$ cat src/rtl/vic_consts.svh
// Register offsets, field positions, reset values and sizes of the interrupt source control
`ifndef VIC_CONSTS_SVH
`define VIC_CONSTS_SVH
`define VIC_NSRC          32
`define VIC_SMR_BASE      12'h000
`define VIC_SVR_BASE      12'h080
`define VIC_IVR_OFF       12'h100
`define VIC_FVR_OFF       12'h104
`define VIC_ISR_OFF       12'h108
`define VIC_IPR_OFF       12'h10C
`define VIC_IMR_OFF       12'h110
`define VIC_CISR_OFF      12'h114
`define VIC_IECR_OFF      12'h120
`define VIC_IDCR_OFF      12'h124
`define VIC_ICCR_OFF      12'h128
`define VIC_ISCR_OFF      12'h12C
`define VIC_EOICR_OFF     12'h130
`define VIC_SPU_OFF       12'h134
`define VIC_DCR_OFF       12'h138
`define VIC_FFER_OFF      12'h140
`define VIC_FFDR_OFF      12'h144
`define VIC_FFSR_OFF      12'h148
`define VIC_SMR_PRIO_LSB  0
`define VIC_SMR_TYPE_LSB  5
`define VIC_DCR_GMSK_BIT  1
`define VIC_CISR_FAST_BIT 0
`define VIC_CISR_STD_BIT  1
`define VIC_SMR_RESET     5'h00
`define VIC_STACK_DEPTH   8
`endif

$ cat src/rtl/vic_pkg.sv
// Types shared by the interrupt source control
package vic_pkg;
  typedef enum logic [1:0] {
    VIC_TRIG_LEVEL_LOW  = 2'b00,
    VIC_TRIG_EDGE_FALL  = 2'b01,
    VIC_TRIG_LEVEL_HIGH = 2'b10,
    VIC_TRIG_EDGE_RISE  = 2'b11
  } vic_trig_t;

  typedef struct packed {
    vic_trig_t  trig;
    logic [2:0] prio;
  } vic_smr_t;

  typedef struct packed {
    logic [11:0] paddr;
    logic        psel;
    logic        penable;
    logic        pwrite;
    logic [31:0] pwdata;
  } vic_apb_req_t;

  typedef struct packed {
    logic [31:0] prdata;
    logic        pready;
    logic        pslverr;
  } vic_apb_rsp_t;

  typedef struct packed {
    logic [4:0] src;
    logic [2:0] lvl;
  } vic_stk_t;
endpackage

$ cat src/rtl/vic_source_ctrl.sv
// Source control, priority and request drive of the vectored interrupt controller
`timescale 1ns/1ps
`include "vic_consts.svh"

module vic_source_ctrl
  import vic_pkg::*;
#(
  parameter int          NEXT   = 4,
  parameter logic [31:0] EXTMAP = 32'hF000_0001
) (
  input  wire logic                clk_sys,
  input  wire logic                nrst,
  input  wire vic_pkg::vic_apb_req_t apbReq,
  output vic_pkg::vic_apb_rsp_t      apbRsp,
  input  wire logic                fast_irq_pin,
  input  wire logic [NEXT-1:0]     ext_irq_pins,
  input  wire logic [31:0]         periphIrq,
  input  wire logic [31:0]         sysIrqLines,
  output logic                     fast_irq_out_n,
  output logic                     std_irq_out_n,
  output logic                     wakeReq
);
  import vic_pkg::*;

  // ----------------------------------------------------------------
  // Functions
  // ----------------------------------------------------------------
  function automatic logic [5:0] best_src(input logic [31:0] act, input vic_smr_t m [32]);
    logic [5:0] best;
    logic [2:0] bl;
    best = 6'h20;
    bl   = 3'h0;
    for (int i = 0; i < 32; i++) begin
      if (act[i] && (best[5] || m[i].prio > bl)) begin
        best = 6'(i);
        bl   = m[i].prio;
      end
    end
    return best;
  endfunction

  function automatic logic is_edge(input vic_trig_t t);
    return t[0];
  endfunction

  // ----------------------------------------------------------------
  // Source inputs and synchronisers
  // ----------------------------------------------------------------
  logic [31:0] rawSrc;
  logic [31:0] syncA, syncB, prevLvl;
  always_comb begin
    rawSrc    = periphIrq;
    rawSrc[0] = fast_irq_pin;
    rawSrc[1] = |sysIrqLines;
    for (int k = 0; k < NEXT; k++) begin
      rawSrc[32-NEXT+k] = ext_irq_pins[k];
    end
  end

  always_ff @(posedge clk_sys or negedge nrst) begin
    if (!nrst) begin
      syncA   <= 32'h0000_0000;
      syncB   <= 32'h0000_0000;
      prevLvl <= 32'h0000_0000;
    end else begin
      syncA   <= rawSrc;
      syncB   <= syncA;
      prevLvl <= syncB;
    end
  end

  // ----------------------------------------------------------------
  // Registers
  // ----------------------------------------------------------------
  vic_smr_t    smr [32];
  vic_smr_t    next_smr [32];
  logic [31:0] svr [32];
  logic [31:0] next_svr [32];
  logic [31:0] mask, next_mask, edgeMem, next_edgeMem, force_, next_force;
  logic [31:0] spu, next_spu;
  logic        gmask, next_gmask;
  vic_stk_t    stk [`VIC_STACK_DEPTH];
  vic_stk_t    next_stk [`VIC_STACK_DEPTH];
  logic [3:0]  sp, next_sp;
  logic        fastOutN, next_fastOutN, stdOutN, next_stdOutN, wake, next_wake;
  vic_apb_rsp_t rsp, next_rsp;

  // Effective trigger: internal sources only use level-high or rising
  vic_trig_t   trig [32];
  logic [31:0] edgeHit, levelAct, pend, active, edgeSel;
  always_comb begin
    for (int i = 0; i < 32; i++) begin
      if (EXTMAP[i]) begin
        trig[i] = smr[i].trig;
      end else begin
        trig[i] = is_edge(smr[i].trig) ? VIC_TRIG_EDGE_RISE : VIC_TRIG_LEVEL_HIGH;
      end
      unique case (trig[i])
        VIC_TRIG_EDGE_RISE:  edgeHit[i] = syncB[i] & ~prevLvl[i];
        VIC_TRIG_EDGE_FALL:  edgeHit[i] = ~syncB[i] & prevLvl[i];
        VIC_TRIG_LEVEL_HIGH: edgeHit[i] = 1'b0;
        VIC_TRIG_LEVEL_LOW:  edgeHit[i] = 1'b0;
      endcase
      levelAct[i] = (trig[i] == VIC_TRIG_LEVEL_HIGH) ? syncB[i] : ~syncB[i];
      pend[i]     = is_edge(trig[i]) ? edgeMem[i] : levelAct[i];
      edgeSel[i]  = is_edge(trig[i]);
    end
    active = pend & mask;
  end

  // ----------------------------------------------------------------
  // Priority
  // ----------------------------------------------------------------
  logic [31:0] stdAct;
  logic [5:0]  cand;
  logic [2:0]  curLvl;
  logic [4:0]  curSrc;
  logic        inSvc;
  logic        eligible;
  always_comb begin
    stdAct = active & ~force_;
    // Source 0 only ever takes the fast path
    stdAct[0] = 1'b0;
    cand   = best_src(stdAct, smr);
    inSvc  = (sp != 4'h0);
    curLvl = inSvc ? stk[sp[2:0] - 3'h1].lvl : 3'h0;
    curSrc = inSvc ? stk[sp[2:0] - 3'h1].src : 5'h00;
    // A candidate must beat the level under service
    eligible = !cand[5] && (!inSvc || smr[cand[4:0]].prio > curLvl);
  end

  // ----------------------------------------------------------------
  // Bus and state update
  // ----------------------------------------------------------------
  logic        acc, take, wr, rd;
  logic [11:0] adr;
  logic [31:0] wd;
  assign acc  = apbReq.psel & apbReq.penable;
  // Only the first access edge is taken, so the edge at which the master
  // sees pready never repeats a vector read or an end of service
  assign take = acc & ~rsp.pready;
  assign wr   = take & apbReq.pwrite;
  assign rd   = take & ~apbReq.pwrite;
  assign adr = apbReq.paddr;
  assign wd  = apbReq.pwdata;

  always_comb begin
    next_smr     = smr;
    next_svr     = svr;
    next_mask    = mask;
    next_force   = force_;
    next_spu     = spu;
    next_gmask   = gmask;
    next_stk     = stk;
    next_sp      = sp;
    next_rsp     = '{prdata: 32'h0000_0000, pready: 1'b1, pslverr: 1'b0};
    next_edgeMem = edgeMem;
    if (wr) begin
      if (adr < `VIC_SVR_BASE && adr[1:0] == 2'b00) begin
        next_smr[adr[6:2]] = vic_smr_t'({wd[6:5], wd[2:0]});
      end else if (adr >= `VIC_SVR_BASE && adr < `VIC_IVR_OFF) begin
        next_svr[adr[6:2]] = wd;
      end else begin
        unique case (adr)
          `VIC_IECR_OFF: next_mask = mask | wd;
          `VIC_IDCR_OFF: next_mask = mask & ~wd;
          `VIC_ISCR_OFF: next_edgeMem = edgeMem | (wd & edgeSel);
          `VIC_ICCR_OFF: next_edgeMem = edgeMem & ~(wd & edgeSel);
          `VIC_EOICR_OFF: if (inSvc) next_sp = sp - 4'h1;
          `VIC_SPU_OFF:  next_spu = wd;
          `VIC_DCR_OFF:  next_gmask = wd[`VIC_DCR_GMSK_BIT];
          `VIC_FFER_OFF: next_force = force_ | (wd & 32'hFFFF_FFFE);
          `VIC_FFDR_OFF: next_force = force_ & ~wd;
          default:       next_rsp.pslverr = 1'b1;
        endcase
      end
    end
    if (rd) begin
      if (adr < `VIC_SVR_BASE && adr[1:0] == 2'b00) begin
        next_rsp.prdata = {25'h0, smr[adr[6:2]].trig, 2'b00, smr[adr[6:2]].prio};
      end else if (adr >= `VIC_SVR_BASE && adr < `VIC_IVR_OFF) begin
        next_rsp.prdata = svr[adr[6:2]];
      end else begin
        unique case (adr)
          `VIC_IVR_OFF: begin
            if (eligible) begin
              next_rsp.prdata = svr[cand[4:0]];
              // Push the new source and its level
              next_stk[sp[2:0]] = '{src: cand[4:0], lvl: smr[cand[4:0]].prio};
              if (sp != 4'(`VIC_STACK_DEPTH)) next_sp = sp + 4'h1;
              if (is_edge(trig[cand[4:0]])) next_edgeMem[cand[4:0]] = 1'b0;
            end else begin
              next_rsp.prdata = spu;
            end
          end
          `VIC_FVR_OFF: begin
            next_rsp.prdata = svr[0];
            if (is_edge(trig[0])) next_edgeMem[0] = 1'b0;
          end
          `VIC_ISR_OFF:  next_rsp.prdata = {27'h0, curSrc};
          `VIC_IPR_OFF:  next_rsp.prdata = pend;
          `VIC_IMR_OFF:  next_rsp.prdata = mask;
          `VIC_CISR_OFF: next_rsp.prdata = {30'h0, ~std_irq_out_n, ~fast_irq_out_n};
          `VIC_SPU_OFF:  next_rsp.prdata = spu;
          `VIC_DCR_OFF:  next_rsp.prdata = {30'h0, gmask, 1'b0};
          `VIC_FFSR_OFF: next_rsp.prdata = force_;
          default:       next_rsp.pslverr = 1'b1;
        endcase
      end
    end
    // Hardware edge capture wins over every clear
    for (int i = 0; i < 32; i++) begin
      if (edgeHit[i]) next_edgeMem[i] = 1'b1;
    end
  end

  // ----------------------------------------------------------------
  // Request outputs
  // ----------------------------------------------------------------
  logic fastCond, stdCond, ivrRd;
  always_comb begin
    ivrRd    = rd && adr == `VIC_IVR_OFF;
    fastCond = active[0] | (|(active & force_));
    stdCond  = eligible && !ivrRd;
    // Lines are held active low in their flops
    next_fastOutN = ~(fastCond & ~gmask);
    next_stdOutN  = ~(stdCond & ~gmask);
    next_wake     = fastCond | stdCond;
  end

  always_ff @(posedge clk_sys or negedge nrst) begin
    if (!nrst) begin
      for (int i = 0; i < 32; i++) begin
        smr[i] <= vic_smr_t'(`VIC_SMR_RESET);
        svr[i] <= 32'h0000_0000;
      end
      for (int j = 0; j < `VIC_STACK_DEPTH; j++) begin
        stk[j] <= '{src: 5'h00, lvl: 3'h0};
      end
      mask    <= 32'h0000_0000;
      edgeMem <= 32'h0000_0000;
      force_  <= 32'h0000_0000;
      spu     <= 32'h0000_0000;
      gmask   <= 1'b0;
      sp      <= 4'h0;
      // Request lines idle high
      fastOutN <= 1'b1;
      stdOutN  <= 1'b1;
      wake    <= 1'b0;
      rsp     <= '{prdata: 32'h0000_0000, pready: 1'b0, pslverr: 1'b0};
    end else begin
      smr     <= next_smr;
      svr     <= next_svr;
      stk     <= next_stk;
      mask    <= next_mask;
      edgeMem <= next_edgeMem;
      force_  <= next_force;
      spu     <= next_spu;
      gmask   <= next_gmask;
      sp      <= next_sp;
      fastOutN <= next_fastOutN;
      stdOutN  <= next_stdOutN;
      wake    <= next_wake;
      rsp     <= take ? next_rsp : '{prdata: 32'h0000_0000, pready: 1'b0, pslverr: 1'b0};
    end
  end

  // APB answers one cycle into the access phase
  assign apbRsp         = rsp;
  assign fast_irq_out_n = fastOutN;
  assign std_irq_out_n  = stdOutN;
  assign wakeReq        = wake;

  // ----------------------------------------------------------------
  // Assertions
  // ----------------------------------------------------------------
  std_after_ivr_a: assert property (@(posedge clk_sys) disable iff (!nrst)
    ivrRd |=> std_irq_out_n) else $error("standard request not dropped by vector read");
  gmask_quiet_a: assert property (@(posedge clk_sys) disable iff (!nrst)
    gmask |=> (std_irq_out_n && fast_irq_out_n)) else $error("request while globally masked");
  iecr_sets_a: assert property (@(posedge clk_sys) disable iff (!nrst)
    (wr && adr == `VIC_IECR_OFF) |=> ((mask & $past(wd)) == $past(wd)))
    else $error("enable command lost");
  set_level_a: assert property (@(posedge clk_sys) disable iff (!nrst)
    (wr && adr == `VIC_ISCR_OFF)
      |=> ((edgeMem & ~$past(edgeSel)) == ($past(edgeMem) & ~$past(edgeSel))))
    else $error("set command reached a level source");
  edge_hold_a: assert property (@(posedge clk_sys) disable iff (!nrst)
    (|edgeHit) |=> ((edgeMem & $past(edgeHit)) == $past(edgeHit)))
    else $error("edge not memorized");
  fvr_clear_a: assert property (@(posedge clk_sys) disable iff (!nrst)
    (rd && adr == `VIC_FVR_OFF && is_edge(trig[0]) && !edgeHit[0]) |=> !edgeMem[0])
    else $error("fast vector read left source 0 set");
  fast_drive_a: assert property (@(posedge clk_sys) disable iff (!nrst)
    (active[0] && !gmask) |=> !fast_irq_out_n) else $error("fast request missing");
  eoi_pop_a: assert property (@(posedge clk_sys) disable iff (!nrst)
    (wr && adr == `VIC_EOICR_OFF && inSvc && !ivrRd) |=> (sp == $past(sp) - 4'h1))
    else $error("end of service did not pop");
  wake_follow_a: assert property (@(posedge clk_sys) disable iff (!nrst)
    (active[0]) |=> wakeReq) else $error("no wake on fast source");
  clear_level_a: assert property (@(posedge clk_sys) disable iff (!nrst)
    (wr && adr == `VIC_ICCR_OFF)
      |=> ((edgeMem & ~$past(edgeSel)) == ($past(edgeMem) & ~$past(edgeSel))))
    else $error("clear command reached a level source");
  mask_drop_a: assert property (@(posedge clk_sys) disable iff (!nrst)
    (wr && adr == `VIC_IDCR_OFF) |=> ((mask & $past(wd)) == 32'h0000_0000))
    else $error("disable command lost");
  idle_quiet_a: assert property (@(posedge clk_sys) disable iff (!nrst)
    (active == 32'h0000_0000) |=> (std_irq_out_n && fast_irq_out_n))
    else $error("request with no enabled pending source");
  sys_or_a: assert property (@(posedge clk_sys) disable iff (!nrst)
    (|sysIrqLines) |=> syncA[1])
    else $error("system lines not combined into source 1");

  // ----------------------------------------------------------------
  // Service assertions
  // ----------------------------------------------------------------
  nest_push_a: assert property (@(posedge clk_sys) disable iff (!nrst)
    (ivrRd && eligible) |=> (sp == $past(sp) + 4'h1 && curSrc == $past(cand[4:0])))
    else $error("vector read did not push the new source");
  prio_high_a: assert property (@(posedge clk_sys) disable iff (!nrst)
    (ivrRd && eligible) |=> (curLvl == $past(smr[cand[4:0]].prio)))
    else $error("current level is not the taken priority");
  vec_clear_a: assert property (@(posedge clk_sys) disable iff (!nrst)
    (ivrRd && eligible && edgeSel[cand[4:0]] && !edgeHit[cand[4:0]])
      |=> !edgeMem[$past(cand[4:0])])
    else $error("vector read left the current edge set");
  force_keep_a: assert property (@(posedge clk_sys) disable iff (!nrst)
    (ivrRd && |(edgeMem & force_))
      |=> ((edgeMem & $past(edgeMem & force_)) == $past(edgeMem & force_)))
    else $error("vector read cleared a fast-forced source");
  spur_nopush_a: assert property (@(posedge clk_sys) disable iff (!nrst)
    (ivrRd && !eligible) |=> (sp == $past(sp)))
    else $error("spurious vector read changed the stack");

  // ----------------------------------------------------------------
  // Read-back assertions
  // ----------------------------------------------------------------
  cur_report_a: assert property (@(posedge clk_sys) disable iff (!nrst)
    (rd && adr == `VIC_ISR_OFF) |=> (apbRsp.prdata == {27'h0, $past(curSrc)}))
    else $error("current source read-back wrong");
  line_image_a: assert property (@(posedge clk_sys) disable iff (!nrst)
    (rd && adr == `VIC_CISR_OFF)
      |=> (apbRsp.prdata[1:0] == $past({~std_irq_out_n, ~fast_irq_out_n})))
    else $error("line image read-back wrong");
  pend_read_a: assert property (@(posedge clk_sys) disable iff (!nrst)
    (rd && adr == `VIC_IPR_OFF) |=> (apbRsp.prdata == $past(pend)))
    else $error("pending read-back wrong");
  fvr_vector_a: assert property (@(posedge clk_sys) disable iff (!nrst)
    (rd && adr == `VIC_FVR_OFF) |=> (apbRsp.prdata == $past(svr[0])))
    else $error("fast vector read-back wrong");

endmodule // vic_source_ctrl

$ cat config.mk
export PLATFORM = sky130hd
export DESIGN_NAME = vic_source_ctrl
export DESIGN_NICKNAME = d
export VERILOG_FILES = /design/src/rtl/vic_pkg.sv /design/src/rtl/vic_source_ctrl.sv
export VERILOG_INCLUDE_DIRS = /design/src /design/src/rtl
export SDC_FILE = /design/constraint.sdc
export NUM_CORES = 2
export LEC_CHECK = 0
export BUFFER_PORTS_ARGS = -buffer_cell sky130_fd_sc_hd__buf_2
export CAP_MARGIN = 30
export CORE_ASPECT_RATIO = 1.5
export CORE_UTILIZATION = 35
export CTS_CLUSTER_DIAMETER = 100
export CTS_CLUSTER_SIZE = 20
export DETAILED_ROUTE_END_ITERATION = 10
export PLACE_DENSITY = 0.48
export SLEW_MARGIN = 0
export SYNTH_ARGS = -nofsm -noshare
export SYNTH_HDL_FRONTEND = slang
export SYNTH_SLANG_ARGS = --single-unit
$ cat constraint.sdc
create_clock -name clk_sys -period 88.4 [get_ports clk_sys]
set_clock_uncertainty 0.2 [all_clocks]
set_input_delay 13.26 -clock clk_sys [delete_from_list [all_inputs] [get_ports clk_sys]]
set_output_delay 13.26 -clock clk_sys [all_outputs]
set_load 0.005 [all_outputs]
==> results.txt <==
Detailed-route vias per instance: 6.20. The cell sitting at the root of the clock tree is a sky130_fd_sc_hd__clkbuf_16. Entering global routing, the biggest net connects 155 pins. The logs give 0 for the number of endpoints with negative hold slack in the final report and 233,000 µm² for the total core area.

The share of the clock period used by the worst path came out at 0.692. At the worst endpoint, the arrival time is 61,520 ps. For this run, design rule violations remaining after detail routing come to 69. At the placement stage, the worst setup path has a slack of 28,200 ps.

The logs give 0 for the cts-stage hold buffer count and 770 ps for the latest clock arrival within the worst-skew pair. The tools report the reported leakage power as 0.0386 µW. Among the stages of the critical path, the cell type that occurs most often is sky130_fd_sc_hd__a21oi_1. When the netlist entered floorplanning its net count stood at 7,628. Worst slew margin relative to its limit: 0.207.

The maximum resistive drop on vdd was 0.0000139 V. The type of the most critical hold path is reg -> reg. The total design power is 1230 µW.

Maximum fanout count along the critical path: 24. The filler cell count in the final layout is 22,600. The number of clock buffers added by TritonCTS is 87. The post-detailed-route wirelength per cell is 33.5 µm, and the highest attainable clock frequency is 16.3 MHz. In this run the cell area of the synthesized design comes to 81,800 µm². The logs give 0 for the number of cells upsized or downsized after cts and 3 for the worst-case clock buffer depth.

Yosys mapped a number of flops with a built-in enable equal to 0. Summed over all layers, the global routing overflow is 0. The die is 594 µm tall. The fraction of final layout cells with drive strength greater than 1 works out to 0.288. The cell depth of the worst hold path came out at 0. The total of endpoints with negative setup slack in the final report was 0. The type of origin of the critical path is a flip-flop.

At the end of routability-driven placement, the weighted congestion stood at 0.943. The H-tree depth was 3. The tools report the critical path capture point type as a flip-flop. The library cells used most frequently in the layout, excluding fill and tap cells, are 1,512 x sky130_fd_sc_hd__dfrtp_1, 1,262 x sky130_fd_sc_hd__nand2_1, 1,208 x sky130_fd_sc_hd__mux2_2, 314 x sky130_fd_sc_hd__mux4_2, 309 x sky130_fd_sc_hd__nand3_1. The first TritonRoute pass finished after 9 iterations. The register bit total from synthesis was 1,514. 155 I/O pins were placed. The total half-perimeter wirelength after legalization and detailed placement is 222 mm. Top flip-flop cell by instance count after synthesis: sky130_fd_sc_hd__dfrtp_1. For the worst setup path, the data required time is 88,750 ps. The startpoint of the worst hold path is syncA[4].

The die area was 236,000 µm²; the power density relative to cell area was 13.9 nW/µm². Setup repair after global routing left no endpoint under its margin. The run gives 63,100 as the via count of the first global-routing pass. Global-route wire length before repair: 491 mm. The initial standard-cell utilization of the core is 0.352.

For this block, the via count after detailed routing is 64,200. In this run the critical register-to-register path is launched from smr[153]. The largest single stage delay on the critical path is 850 ps. The number of setup buffers added after CTS is 0. The run finished, with violations left. The slowest stage cell on the critical path is sky130_fd_sc_hd__nor4_4. Once detail routing completed, the nets flagged for antenna violations numbered 0. Counting distinct cell types in the post-synthesis netlist gives 93. Critical setup path kind: reg -> reg. In this run the core area contains 217 standard-cell rows. During placement, the flow inserted port buffers numbering 148. The final reports fail on design-rule violations. The internal reg-to-reg setup slack is 27,230 ps, and the overall routing resource usage is 0.290. The mean instance size in the synthesized netlist was 11.0 µm²; the area of the multi-input gates was 41,400 µm².

The horizontal die dimension was 397 µm; the detailed-route wire length was 347 mm. After clock tree synthesis, the clock-pin slew on the worst setup and hold paths is 90 ps. Counting cells, the worst reg-to-reg path comes to 256. Number of antenna violations at the first check in global routing: 33. The worst hold path terminates at syncB[4]. In the final layout, flip-flops and latches occupy 37,900 µm². For the count of nets after finishing, the log shows 7,450.

Max-cap violations in this run came to 0. The smallest clock period supported by the final layout is computed as 61,170 ps. For this design, the sink count on the clock tree is 1,514. Leaving out fill and tap cells, the most frequent cell in the layout is sky130_fd_sc_hd__dfrtp_1. The tools report the number of slew-limit violations in the final report as 0.

Number of warnings printed during yosys synthesis: 0. TritonCTS built the clock tree. The transition at the pin with the smallest max-transition slack works out to 1190 ps. The post-route worst setup slack is 27,230 ps. For this block, the initial DRC count from the detailed router was 6,487.

In the final timing run, aggregate negative setup slack is 0 ps. The endpoint identified for the worst register-to-register timing path is apbRsp[3]. The post-synthesis sequential area ratio was 0.463.

Share of synthesized flip-flops with an asynchronous set or reset: 1.00. The area growth from synthesis to layout was 8.49%; the number of cells produced by synthesis was 7,438.
## worst max-delay path by stage
stage,to,startpoint,cells after the start,slack (ps)
final,apbRsp[3],smr[153],256,27230
after global routing,apbRsp[3],smr[153],259,22880
after CTS,apbRsp[3],smr[153],255,28000
after detailed placement,apbRsp[3],smr[153],254,28200
after global placement,apbRsp[3],smr[153],255,28040
after floorplan,stk[6],smr[153],246,41290
## cell usage after synthesis, drive strengths merged, types with 20 or more instances
cell    count  area (µm²)
o41ai      23         209
ha         72         901
nor2      285        1070
nand3     311        1560
clkbuf    428        1630
o21ai     306        1540
nand2b     22         140
mux2     1208       13600
mux4      314        7070
a211oi     23         173
a221oi     43         377
and3       46         288
a31oi      88         551
nor3       65         340
a32oi      59         517
o22ai     145         913
o221ai     35         313
dfrtp    1512       37800
and2       20         125
mux2i     182        1820
nand4      47         294
nand2    1271        4770
buf       197         951
nor4       57         390
inv       104         390
a21oi     222        1120
nor2b      23         144
a22oi      35         263
## through the flow
| step | instances | hold WS (ps) | area (µm²) | utilization |
|---|---|---|---|---|
| 2_1_floorplan | 7438 | 131 | 81800 | - |
| 3_3_place_gp | 10200 | 133 | 85800 | 0.369 |
| 3_5_place_dp | 10200 | 135 | 86200 | 0.370 |
| 4_1_cts | 10300 | 136 | 88600 | 0.381 |
| 5_1_grt | 10400 | 148 | 88700 | 0.381 |
| 6_report | 10400 | 138 | 88800 | 0.381 |
## cell type report
type,count,share of cell area
clock inverters,14,0.00275
well taps,3066,0.0432
multi-input cells,5195,0.466
diodes,18,0.000507
repair buffers,358,0.0310
flip-flops and latches,1514,0.427
inverters,104,0.00440
clock buffers,93,0.0248
## critical path: cells and delay by family, from the launching register on
kind	cells	cell delay, ps
buffers and inverters	17	3640
adders and majority gates	32	9230
muxes	10	3450
and+or+nand+nor	72	13890
DFF	1	480
AOI/OAI and AO/OA	125	29940
## routing by layer
| metal | share of wire | track usage |
|---|---|---|
| met3 | 0.065 | 0.0410 |
| met2 | 0.48 | 0.471 |
| met5 | 0.00018 | 0 |
| met1 | 0.38 | 0.358 |
| met4 | 0.076 | 0.192 |
## report_power, final
| part | total [µW] | switching (µW) | internal [µW] | leakage, µW |
|---|---|---|---|---|
| Combinational | 88.6 | 67.4 | 21.2 | 0.0168 |
| Sequential | 700 | 3.87 | 696 | 0.0206 |
| Clock | 446 | 255 | 192 | 0.00120 |
## sequential cells by signal, indices dropped and copies added (netlist names), named ones only
signal	flops
force_	1
svr	1024
gmask	1
prevLvl	32
sp	4
syncA	32
edgeSel	5
syncB	32
apbRsp	34
wakeReq	1
std_irq_out_n	1
smr	155
fast_irq_out_n	1
edgeMem	32
spu	32
stk	64
## cells by family (layout without fill, tap and decap cells)
| group | after synthesis | after routing | synth area share |
|---|---|---|---|
| simple gates | 2239 | 2239 | 0.120 |
| fa+ha+maj | 73 | 73 | 0.0111 |
| compound gates | 1172 | 1172 | 0.0941 |
| xor+xnor | 7 | 7 | 0.000749 |
| other cells | 0 | 18 | 0 |
| buf+inv | 729 | 569 | 0.0363 |
| mux | 1704 | 1704 | 0.275 |
| flops | 1514 | 1514 | 0.463 |
Note: power is estimated with default switching activity, not from simulation.
